--- src/verilog/rtcv_pkg.sv ---
package rtcv_pkg;

    // ==========================================================
    // Clock and timing
    // ==========================================================
    localparam int CLOCK_PERIOD_NS = 20;            // 50 MHz system clock
    localparam int OSC_START_MAX_S = 1;             // Longest oscillator start after enable, seconds
    localparam int IRQ_RELEASE_RD_MAX_US = 2;       // Longest interrupt release after read strobe high
    localparam int IRQ_RELEASE_RST_MAX_US = 2;      // Longest interrupt release after reset pin low
    // Longest times round down to whole cycles
    localparam int IRQ_RELEASE_RD_CYC = (IRQ_RELEASE_RD_MAX_US * 1000) / CLOCK_PERIOD_NS;
    localparam int IRQ_RELEASE_RST_CYC = (IRQ_RELEASE_RST_MAX_US * 1000) / CLOCK_PERIOD_NS;
    localparam longint OSC_START_CYC = (longint'(OSC_START_MAX_S) * 1000000000) / CLOCK_PERIOD_NS;
    localparam int SYNC_STAGES = 2;                 // Flops on every pin input

    // ==========================================================
    // Register offsets on the six address pins
    // ==========================================================
    localparam logic [5:0] OFS_CTRL_A = 6'h0A;      // Divider and rate select
    localparam logic [5:0] OFS_CTRL_B = 6'h0B;      // Interrupt enables and modes
    localparam logic [5:0] OFS_FLAGS = 6'h0C;       // Interrupt flags, cleared by read
    localparam logic [5:0] OFS_BATTERY_VALID_STATUS = 6'h0D; // Backup source health

    // ==========================================================
    // Field positions
    // ==========================================================
    localparam int A_RATE_LSB = 0;                  // rate_select_bits [3:0]
    localparam int A_DIV_LSB = 4;                   // divider_control_bits [6:4]
    localparam int B_DSE_BIT = 0;
    localparam int B_HOUR24_BIT = 1;
    localparam int B_DM_BIT = 2;
    localparam int B_SQWE_BIT = 3;
    localparam int B_UIE_BIT = 4;
    localparam int B_AIE_BIT = 5;
    localparam int B_PIE_BIT = 6;
    localparam int B_SET_BIT = 7;
    localparam int C_UF_BIT = 4;                    // update_done_flag
    localparam int C_AF_BIT = 5;                    // alarm_flag
    localparam int C_PF_BIT = 6;                    // periodic_flag
    localparam int C_IRQF_BIT = 7;
    localparam int D_VALID_BIT = 7;                 // ram_time_valid_flag

    // ==========================================================
    // Values after reset and encodings
    // ==========================================================
    localparam logic [2:0] DIV_RUN = 3'h2;          // Only pattern that keeps time
    localparam logic [1:0] DIV_HOLD_TOP = 2'h3;     // 11X holds chain; oscRunning stays low
    localparam logic [2:0] DIV_RESET_VAL = 3'h0;
    localparam logic [3:0] RATE_RESET_VAL = 4'h0;
    localparam logic [7:0] BYTE_ZERO = 8'h00;

    // ==========================================================
    // Carriers
    // ==========================================================
    // Parallel bus pins, all active low strobes
    typedef struct packed {
        logic csN;                                  // Clock register select
        logic rdN;                                  // Read strobe
        logic wrN;                                  // Write strobe
        logic [5:0] addr;                           // Register address
    } rtcv_bus_s;

    // Whole state of the register bank
    typedef struct packed {
        logic rdPrev;                               // Synced read strobe last cycle
        logic wrPrev;                               // Synced write strobe last cycle
        logic [5:0] rdAddr;                         // Address caught at read start
        logic [2:0] divider;                        // divider_control_bits
        logic [3:0] rate;                           // rate_select_bits
        logic [7:0] ctrlB;                          // Enables and modes
        logic periodicFlag;
        logic alarmFlag;
        logic updateDoneFlag;
        logic irqActive;                            // Drives interrupt pin low
        logic oscRunning;
        logic chainHold;
        logic [7:0] readData;
        logic dataOe;
    } rtcv_state_s;

endpackage

--- src/verilog/rtcv_sync.sv ---
`timescale 1ns/10ps
// ==========================================================
// Two-flop synchroniser for a vector of pin inputs
// ==========================================================
module rtcv_sync import rtcv_pkg::*; #(
    parameter int WIDTH = 1,
    parameter logic [WIDTH-1:0] INIT = '0
) (
    input wire logic clock,
    input wire logic reset_n,
    input wire logic [WIDTH-1:0] asyncIn,
    output logic [WIDTH-1:0] syncOut
);
    // First and later stages; each is read only by the next stage, the last one by syncOut
    logic [WIDTH-1:0] stage_q [SYNC_STAGES];

    genvar s;
    generate
        for (s = 0; s < SYNC_STAGES; s++) begin : g_stage
            // Stage zero samples the input, each later stage samples the one before it
            always_ff @(posedge clock or negedge reset_n) begin
                if (!reset_n) begin
                    stage_q[s] <= INIT;
                end else if (s == 0) begin
                    stage_q[s] <= asyncIn;
                end else begin
                    stage_q[s] <= stage_q[(s == 0) ? 0 : s - 1];
                end
            end
        end
    endgenerate

    assign syncOut = stage_q[SYNC_STAGES-1];
endmodule

--- src/verilog/rtcv_status_bank.sv ---
`timescale 1ns/10ps
// Overview of operation
// - Valid flag reads one while backup healthy
// - Host writes never change valid flag
// - Valid flag reads zero once source exhausted
// - Bits six to zero always read zero
// - Writes to reserved status bits are discarded
// - Oscillator runs within one second of enable
// - Interrupt released soon after read strobe rises
// - Interrupt released soon after reset pin low
// - Flag read or reset pin clears flags
// - Only divider pattern 010 keeps time
// - Registers accessible anytime, even during update
module rtcv_status_bank import rtcv_pkg::*; (
    input wire logic clock,
    input wire logic reset_n,
    input wire rtcv_bus_s busPins,
    input wire logic [7:0] dataIn,
    output logic [7:0] dataOut,
    output logic dataOe,
    output logic irqOut,
    output logic irqOe,
    input wire logic resetPinN,
    input wire logic backupGood,
    input wire logic updateBusy,
    input wire logic periodicTick,
    input wire logic alarmMatch,
    input wire logic updateDone,
    output logic oscRunning,
    output logic chainHold,
    output logic [3:0] rateSelect,
    output logic [7:0] modeBits
);
    // ==========================================================
    // Pin synchronisation
    // ==========================================================
    localparam int PIN_W = $bits(rtcv_bus_s) + 10;
    localparam logic [PIN_W-1:0] PIN_IDLE = {1'b1, 1'b1, 1'b1, 6'h00, 8'h00, 1'b1, 1'b0};

    logic [PIN_W-1:0] pinSync;                      // All pins after two flops
    rtcv_bus_s busS;                                // Synced strobes and address
    logic [7:0] dataS;                              // Synced write data
    logic resetPinS;                                // Synced reset pin, active low
    logic backupS;                                  // Synced backup health

    // Data is synced with the same latency as the write strobe so the
    // setup window before the strobe rise is kept after the crossing
    rtcv_sync #(
        .WIDTH(PIN_W),
        .INIT(PIN_IDLE)
    ) u_sync (
        .clock(clock),
        .reset_n(reset_n),
        .asyncIn({busPins, dataIn, resetPinN, backupGood}),
        .syncOut(pinSync)
    );

    assign busS = pinSync[PIN_W-1 -: $bits(rtcv_bus_s)];
    assign dataS = pinSync[9:2];
    assign resetPinS = pinSync[1];
    assign backupS = pinSync[0];

    // ==========================================================
    // Read value decode
    // ==========================================================
    // Builds the byte seen on a read of the given offset
    function automatic logic [7:0] read_value(
        input logic [5:0] addr,
        input rtcv_state_s st,
        input logic backup
    );
        logic [7:0] v;
        v = BYTE_ZERO;
        case (addr)
            OFS_CTRL_A: begin
                v[A_DIV_LSB +: 3] = st.divider;
                v[A_RATE_LSB +: 4] = st.rate;
                v[7] = updateBusy;
            end
            OFS_CTRL_B: begin
                v = st.ctrlB;
            end
            OFS_FLAGS: begin
                v[C_IRQF_BIT] = st.irqActive;
                v[C_PF_BIT] = st.periodicFlag;
                v[C_AF_BIT] = st.alarmFlag;
                v[C_UF_BIT] = st.updateDoneFlag;
            end
            OFS_BATTERY_VALID_STATUS: begin
                // Only the top bit carries state, the rest stays zero
                v[D_VALID_BIT] = backup;
            end
            default: begin
                v = BYTE_ZERO;
            end
        endcase
        return v;
    endfunction

    // ==========================================================
    // State update
    // ==========================================================
    rtcv_state_s state_q;                           // Registered state
    rtcv_state_s state_d;                           // Next state

    logic selected;                                 // Register select active
    logic rdStart;                                  // Read strobe fell
    logic rdEnd;                                    // Read strobe rose
    logic wrEnd;                                    // Write strobe rose
    logic flagsRead;                                // Read of flags register ended
    logic pinReset;                                 // Reset pin held low
    logic irqNext;                                  // Interrupt condition

    // Strobe edges are taken on synced levels only
    assign selected = !busS.csN;
    assign rdStart = state_q.rdPrev && !busS.rdN && selected;
    assign rdEnd = !state_q.rdPrev && busS.rdN;
    assign wrEnd = !state_q.wrPrev && busS.wrN && selected;
    assign flagsRead = rdEnd && (state_q.rdAddr == OFS_FLAGS); // Status reads never clear
    assign pinReset = !resetPinS;

    // Next state of the whole bank
    always_comb begin
        state_d = state_q;
        state_d.rdPrev = busS.rdN;
        state_d.wrPrev = busS.wrN;

        // Accesses are never held off by an update in progress
        if (rdStart) begin
            state_d.rdAddr = busS.addr;
            state_d.readData = read_value(busS.addr, state_q, backupS);
        end
        // Data drive follows the synced strobe and select
        state_d.dataOe = !busS.rdN && selected;

        // Writes reach only the two control registers; status writes
        // fall through the default branch and are dropped
        if (wrEnd) begin
            case (busS.addr)
                OFS_CTRL_A: begin
                    state_d.divider = dataS[A_DIV_LSB +: 3];
                    state_d.rate = dataS[A_RATE_LSB +: 4];
                end
                OFS_CTRL_B: begin
                    state_d.ctrlB = dataS;
                    // Raising the set bit clears the update enable
                    if (dataS[B_SET_BIT]) begin
                        state_d.ctrlB[B_UIE_BIT] = 1'b0;
                    end
                end
                default: begin
                    state_d.ctrlB = state_q.ctrlB;
                end
            endcase
        end

        // Reset pin clears the interrupt enables and square wave enable
        if (pinReset) begin
            state_d.ctrlB[B_PIE_BIT] = 1'b0;
            state_d.ctrlB[B_AIE_BIT] = 1'b0;
            state_d.ctrlB[B_UIE_BIT] = 1'b0;
            state_d.ctrlB[B_SQWE_BIT] = 1'b0;
        end

        // Flag clear on read end; an event in the same cycle still sets
        // its flag. The reset pin is a held level, so it dominates.
        if (pinReset) begin
            state_d.periodicFlag = 1'b0;
            state_d.alarmFlag = 1'b0;
            state_d.updateDoneFlag = 1'b0;
        end else begin
            state_d.periodicFlag = (state_q.periodicFlag && !flagsRead) || periodicTick;
            state_d.alarmFlag = (state_q.alarmFlag && !flagsRead) || alarmMatch;
            state_d.updateDoneFlag = (state_q.updateDoneFlag && !flagsRead) || updateDone;
        end

        // Interrupt is built from the next gated flags, so it moves in the same cycle as the flags, which keeps
        // the release well inside the allowed window
        irqNext = (state_d.periodicFlag && state_d.ctrlB[B_PIE_BIT])
                  || (state_d.alarmFlag && state_d.ctrlB[B_AIE_BIT])
                  || (state_d.updateDoneFlag && state_d.ctrlB[B_UIE_BIT]);
        state_d.irqActive = irqNext;

        // Divider pattern decode; the run output is a cycle after the
        // write, far below the start-up limit
        state_d.oscRunning = (state_d.divider == DIV_RUN);
        state_d.chainHold = (state_d.divider[2:1] == DIV_HOLD_TOP);
    end

    // Register the state; only reset loads constants
    always_ff @(posedge clock or negedge reset_n) begin
        if (!reset_n) begin
            state_q <= '{
                rdPrev: 1'b1,
                wrPrev: 1'b1,
                rdAddr: 6'h00,
                divider: DIV_RESET_VAL,
                rate: RATE_RESET_VAL,
                ctrlB: BYTE_ZERO,
                periodicFlag: 1'b0,
                alarmFlag: 1'b0,
                updateDoneFlag: 1'b0,
                irqActive: 1'b0,
                oscRunning: 1'b0,
                chainHold: 1'b0,
                readData: BYTE_ZERO,
                dataOe: 1'b0
            };
        end else begin
            state_q <= state_d;
        end
    end

    // ==========================================================
    // Outputs
    // ==========================================================
    // Reads of the status byte touch no flag; only flagsRead and the reset pin clear
    assign dataOut = state_q.readData;
    assign dataOe = state_q.dataOe;
    // Open-drain interrupt: only ever pulled low
    assign irqOut = 1'b0;
    assign irqOe = state_q.irqActive;
    assign oscRunning = state_q.oscRunning;
    assign chainHold = state_q.chainHold;
    assign rateSelect = state_q.rate;
    assign modeBits = state_q.ctrlB;
endmodule

--- config.mk ---
export PLATFORM = sky130hd
export DESIGN_NAME = rtcv_status_bank
export DESIGN_NICKNAME = d
export VERILOG_FILES = /design/src/verilog/rtcv_pkg.sv /design/src/verilog/rtcv_sync.sv /design/src/verilog/rtcv_status_bank.sv
export SDC_FILE = /design/constraint.sdc
export NUM_CORES = 1
export LEC_CHECK = 0
export ABC_AREA = 0
export BUFFER_PORTS_ARGS = -buffer_cell sky130_fd_sc_hd__buf_4
export CAP_MARGIN = 20
export CELL_PAD_IN_SITES_DETAIL_PLACEMENT = 1
export CELL_PAD_IN_SITES_GLOBAL_PLACEMENT = 1
export CORE_MARGIN = 2
export CORE_UTILIZATION = 44
export DETAILED_ROUTE_END_ITERATION = 12
export PLACE_DENSITY = 0.86
export SLEW_MARGIN = 10
export SYNTH_ARGS = -nofsm -noshare
export SYNTH_HDL_FRONTEND = slang
export SYNTH_SLANG_ARGS = --single-unit
--- constraint.sdc ---
create_clock -name clock -period 2.6 [get_ports clock]
set_input_delay 0.52 -clock clock [delete_from_list [all_inputs] [get_ports clock]]
set_output_delay 0.52 -clock clock [all_outputs]
set_load 0.05 [all_outputs]
==> results.cfg, run 1 <==
[critical_path]
worst_r2r_path_depth = 4
worstSetupEndpointType = flop
slowest_delay_ns = 0.77
arrival_ns = 2.64
crit_type = reg2reg
crit_fanout = 9
critical-path-slowest-cell = or4b_1
crit_required_ns = 2.82
cp-start-kind = flop
crit_chain = or3b_1 -> or4b_1 -> mux2_4 -> nor2b_1

[yosys]
synth_seq_area_share = 0.6901
synth_commonest_cells = dfrtp_1, buf_4, mux2_2, dfstp_2, nand2_1
syn-num-nets = 218
ys_ff_latch = 76
synth_ff_type = dfrtp_1
synth_top_area_share = 0.5954
ys_warn_count = 0
syn_inst = 193
syn_area_mm2 = 0.002774
synth_edf_count = 0
yosysTopAreaCell = dfrtp_1
async_reset_ff_frac = 1.000
yosysMostFrequentCell = dfrtp_1
ys_top_cells_by_area = dfrtp_1, dfstp_2, mux2_2
avgSynthCellArea_um2 = 14.37
synth_cell_types = 38

[status]
status = complete, no violations

[cts]
clockBufferDepth = 2
cts_root_buf = clkbuf_8
cts_tree = done
clk_pin_slew_ns = 0.08
ctsHoldBuffers = 0
clkSinkCount = 76
htree_levels = 3
cts-resized-gates = 0
numCtsBuffers = 9
clkLatencyLatePin_ns = 0.35
post_cts_buffers = 0

[grt]
antenna_found_initial = 0
met2_usage = 0.2940
grtUsageMet1 = 0.2121
gr-total-overflow = 0
grt_max_degree = 77
grt.met3_usage = 0.04175
grt_pass1_vias = 1807
track_usage = 0.1815
grt_pass1_wl_um = 9411
busiest_layer = met2

[worst_hold_path]
hold_depth = 1
hold_class = in2reg

[floorplan]
die_w_um = 83.40
core_area_mm2 = 0.005991
rows = 28
die_area_mm2 = 0.006956
io_pins = 50
die_h_um = 83.40
start_util = 0.4630

[timing]
fin_crit_ns = 2.419
slew_violations = 0
tightest_slew_ns = 0.9009
finalClockSkew_ns = 0.007421
finalHoldViolations = 0
finalSetupViolations = 0
fmaxAchievable_mhz = 413.3
maxSlewHeadroom = 0.3994
rsz0062_at_grt = no
post-route-period-util = 0.9305
finalSetupTns_ns = 0

[placed_design]
dp_hpwl_um = 3684
io_buffers = 48
place_congestion = 0.8111

[power]
power_leakage_nw = 1.563
total_power_mw = 2.552
p_per_area_mw_per_mm2 = 772.3
peakVddDrop_v = 0.0003807

[routing]
vias_per_cell = 5.199
vias = 1596
route.detailed.drc = 0
first_pass_iters = 4
wl_per_cell_um = 18.48
drtIter0Drc = 68
routed_wl_um = 5672
ant_nets = 0

[finish]
nFillCells = 599
layout-drive-gt1-share = 0.4052
area_delta_synth_final_pct = 19.12
diodes = 0
nNetsFinal = 252

[flow_run]
cap_violations = 0
## power breakdown
| group | switching [mW] | internal [mW] | leakage (nW) | total [mW] |
|---|---|---|---|---|
| combinational | 0.0905 | 0.0665 | 0.499 | 0.157 |
| clock | 0.415 | 0.689 | 0.127 | 1.10 |
| sequential | 0.0399 | 1.25 | 0.937 | 1.29 |
| total | 0.546 | 2.01 | 1.56 | 2.55 |
## cell usage in the layout (no fill, tap or decap)
cell	netlist	routed
nor2b_1	4	4
or3_1	1	1
nor3b_1	4	4
clkbuf_8	0	11
clkinv_2	0	1
nand2_1	10	10
a21oi_1	1	1
a21oi_2	1	1
or4b_1	1	1
o311a_1	1	1
mux2i_1	4	4
nand2b_1	1	1
or3b_1	2	2
nor4_1	1	1
o221ai_1	2	2
o21ai_0	9	9
nor2_1	3	3
o2111ai_1	1	1
conb_1	1	1
o31a_1	1	1
mux2_2	16	16
nand3b_1	1	1
dfstp_2	10	10
nor4bb_1	1	1
a21boi_0	3	3
clkbuf_1	4	1
buf_4	21	50
bufinv_16	0	3
mux2_4	1	1
nor4b_1	1	1
dfrtp_1	66	66
o21a_1	2	2
o31ai_1	1	1
nor3_2	1	1
a22oi_1	4	4
and3_1	3	3
inv_1	4	4
a31oi_1	1	1
a221oi_1	3	3
## worst paths after layout
check | from | end | slack, ns
worst max-delay path | u_sync.syncOut[16]$_DFF_PN1_ | chainHold$_DFF_PN0_ | 0.18
worst min-delay path | dataIn[2] | u_sync.stage_q[23]$_DFF_PN0_ | 0.27
worst max register to register | u_sync.syncOut[16]$_DFF_PN1_ | chainHold$_DFF_PN0_ | 0.18
worst min register to register | u_sync.stage_q[32]$_DFF_PN0_ | u_sync.syncOut[13]$_DFF_PN0_ | 0.35
max in group asynchronous | reset_n | u_sync.stage_q[22]$_DFF_PN0_ | 1.71
min in group asynchronous | reset_n | u_sync.stage_q[34]$_DFF_PN0_ | 0.30
## critical path, delay by kind of cell, from the launching register on
kind | cells | cell delay (ns)
muxes | 1 | 0.38
DFF | 1 | 0.53
and+or+nand+nor | 3 | 1.39
## routing by layer
| layer | share of wire | vias up | wire, um |
|---|---|---|---|
| li1 | - | 714 | - |
| met1 | 0.41 | 815 | 2329 |
| met2 | 0.51 | 49 | 2874 |
| met3 | 0.042 | 18 | 240 |
| met4 | 0.040 | 0 | 227 |
| met5 | 0 | - | 0 |
## final cells by class
class                           count  area [um^2]  area share
Sequential cell                    76         1914      0.5793
Multi-Input combinational cell     86        655.6      0.1984
Inverter                            4        15.01    0.004544
Tap cell                           75        93.84     0.02840
Clock buffer                       12        155.1     0.04695
Clock inverter                      4        95.09     0.02878
Timing Repair Buffer               50        375.4      0.1136
## cell families (layout without fill, tap and decap cells)
logic type	after synthesis	after routing	synth area share
buf+inv	31	70	0.07352
compound gates	30	30	0.07623
simple gates	34	34	0.07398
mux	21	21	0.08480
flops	76	76	0.6901
other cells	1	1	0.001352
## state kept, by name, indices dropped and copies added, names as in the netlist
name and flops:
rateSelect 4, state_q 14, chainHold 1, dataOe 1, modeBits 8, dataOut 8
u_sync.stage_q 19, irqOe 1, u_sync.syncOut 19, oscRunning 1
## per-stage QoR
stage | area (um^2) | hold WS [ns] | util | setup slack [ns] | instances
after floorplan | 2774 | 0.2244 | - | 0.4232 | 193
after global placement | 3054 | 0.3329 | 0.5098 | 0.3155 | 291
after detailed placement | 3054 | 0.3358 | 0.5098 | 0.2307 | 291
after CTS | 3304 | 0.2570 | 0.5516 | 0.1966 | 307
after global routing | 3304 | 0.2586 | 0.5516 | 0.1347 | 307
final | 3304 | 0.2738 | 0.5516 | 0.1806 | 307
Note: power is estimated with default switching activity, not from simulation.
==> run 2: changes to the inputs <==
--- a/config.mk
+++ b/config.mk
@@ -6,13 +6,13 @@
 export NUM_CORES = 1
 export LEC_CHECK = 0
 export ABC_AREA = 0
-export BUFFER_PORTS_ARGS = -buffer_cell sky130_fd_sc_hd__buf_4
 export CAP_MARGIN = 20
 export CELL_PAD_IN_SITES_DETAIL_PLACEMENT = 1
 export CELL_PAD_IN_SITES_GLOBAL_PLACEMENT = 1
 export CORE_MARGIN = 2
-export CORE_UTILIZATION = 44
+export CORE_UTILIZATION = 50
 export DETAILED_ROUTE_END_ITERATION = 12
+export DONT_BUFFER_PORTS = 1
 export PLACE_DENSITY = 0.86
 export SLEW_MARGIN = 10
 export SYNTH_ARGS = -nofsm -noshare
==> run 2 against run 1 <==
  * Power shrank 6.8%
  * Largest power group unchanged
  * Global-route usage is 0.76 points higher
  * Clock skew grew 0.0025 ns
  * Largest cell class unchanged
  * Cell count is 16% lower
  * Die area fell by 11%
  * Combinational power decreased by 40%
==> results.cfg, run 2 (synthesized netlist as in run 1, its figures left out) <==
[status]
status = complete, no violations

[cts]
ctsHoldBuffers = 2
numCtsBuffers = 9
cts_root_buf = clkbuf_8
clk_pin_slew_ns = 0.08
htree_levels = 3
cts_tree = done
cts-resized-gates = 0
clockBufferDepth = 2
clkSinkCount = 76
post_cts_buffers = 0
clkLatencyLatePin_ns = 0.35

[critical_path]
arrival_ns = 2.58
cp-start-kind = flop
crit_required_ns = 2.82
crit_type = reg2reg
ff2ff_setup_slack_ns = 0.24
crit_fanout = 9
worstSetupEndpointType = flop

[routing]
ant_nets = 0
route.detailed.drc = 0
first_pass_iters = 4
vias = 1399
vias_per_cell = 5.422
routed_wl_um = 5221
drtIter0Drc = 78
wl_per_cell_um = 20.24

[finish]
final_common_cell = dfrtp_1
nNetsFinal = 206
diodes = 0
area_delta_synth_final_pct = 6.134
register_area_mm2 = 0.001914
finalNonFillerCells = 258
fin_area_mm2 = 0.002944
multi_input_area_um2 = 655.6
layout_common_cells = dfrtp_1, mux2_2, nand2_1, clkbuf_8, dfstp_2
nFillCells = 531
layout-drive-gt1-share = 0.2527

[timing]
tightest_slew_ns = 0.6635
slew_violations = 0
finalClockSkew_ns = 0.009892
post-route-period-util = 0.9091
finalSetupViolations = 0
fin_ws_ns = 0.2362
maxSlewHeadroom = 0.5566
rsz0062_at_grt = no
finalHoldViolations = 0
finalSetupTns_ns = 0
fin_crit_ns = 2.364
fmaxAchievable_mhz = 423.1

[flow_run]
cap_violations = 0

[floorplan]
rows = 27
start_util = 0.5100
die_w_um = 78.49
die_area_mm2 = 0.006160
core_area_mm2 = 0.005439
die_h_um = 78.49
io_pins = 50

[grt]
antenna_found_initial = 0
grt_max_degree = 72
track_usage = 0.1891
grt_pass1_wl_um = 8293
gr-total-overflow = 0
grt_pass1_vias = 1544

[placed_design]
dp_hpwl_um = 3397
place_ws_ns = 0.2603
io_buffers = 0
dpl.cell_count = 240
placed_area_mm2 = 0.002690
place_congestion = 0.8092

[power]
p_per_area_mw_per_mm2 = 807.9
power_leakage_nw = 1.321
total_power_mw = 2.379
peakVddDrop_v = 0.0004768

[worst_hold_path]
hold_class = in2async
[run 2: cell types whose count changed in the layout (fill, tap and decap cells not counted)]
cell and change:
clkinv_2 +2, bufinv_16 -1, buf_4 -48, dlygate4sd3_1 +1, clkbuf_8 -1, buf_16 +1
[run 2: power breakdown]
group | switching, mW | internal (mW) | leakage (nW)
Clock | 0.402 | 0.562 | 0.113
Sequential | 0.0705 | 1.25 | 0.937
Combinational | 0.0545 | 0.0397 | 0.270
Total | 0.527 | 1.85 | 1.32
[run 2: cell type report]
cell class | count | area share
flip-flops and latches | 76 | 0.6502
multi-input cells | 86 | 0.2227
clock buffers | 11 | 0.04802
well taps | 72 | 0.03060
clock inverters | 5 | 0.02550
repair buffers | 4 | 0.01785
inverters | 4 | 0.005100
[run 2: layer usage]
layer | global-route usage | vias up | part of all wire
met4 | 0.1158 | 0 | 0.022
li1 | - | 628 | -
met2 | 0.3052 | 39 | 0.50
met5 | 0 | - | 0
met1 | 0.2289 | 721 | 0.42
met3 | 0.04828 | 11 | 0.052
[run 2: path summary, 6_finish.rpt]
check                           cells after the start                      endpoint                         start
worst max-delay path                                4           chainHold$_DFF_PN0_  u_sync.syncOut[16]$_DFF_PN1_
worst min-delay path                                1  u_sync.syncOut[11]$_DFF_PN0_                       reset_n
worst max register to register                      4           chainHold$_DFF_PN0_  u_sync.syncOut[16]$_DFF_PN1_
worst min register to register                      0   u_sync.syncOut[9]$_DFF_PN0_  u_sync.stage_q[28]$_DFF_PN0_
max in group asynchronous                           1   u_sync.syncOut[1]$_DFF_PN1_                       reset_n
min in group clock                                  0  u_sync.stage_q[36]$_DFF_PN1_                    busPins[7]
[run 2: worst max-delay path: stages, from the launching register on]
cell and delay (ns):
dfstp_2 0.54, or3b_1 0.45, or4b_1 0.74, mux2_4 0.37
nor2b_1 0.13
[run 2: through the flow]
step	hold WS, ns	utilization
global route	0.06876	0.5413
floorplan	0.2244	-
detailed placement	0.2262	0.4946
global placement	0.2262	0.4946
finish	0.04273	0.5413
CTS	0.05212	0.5413
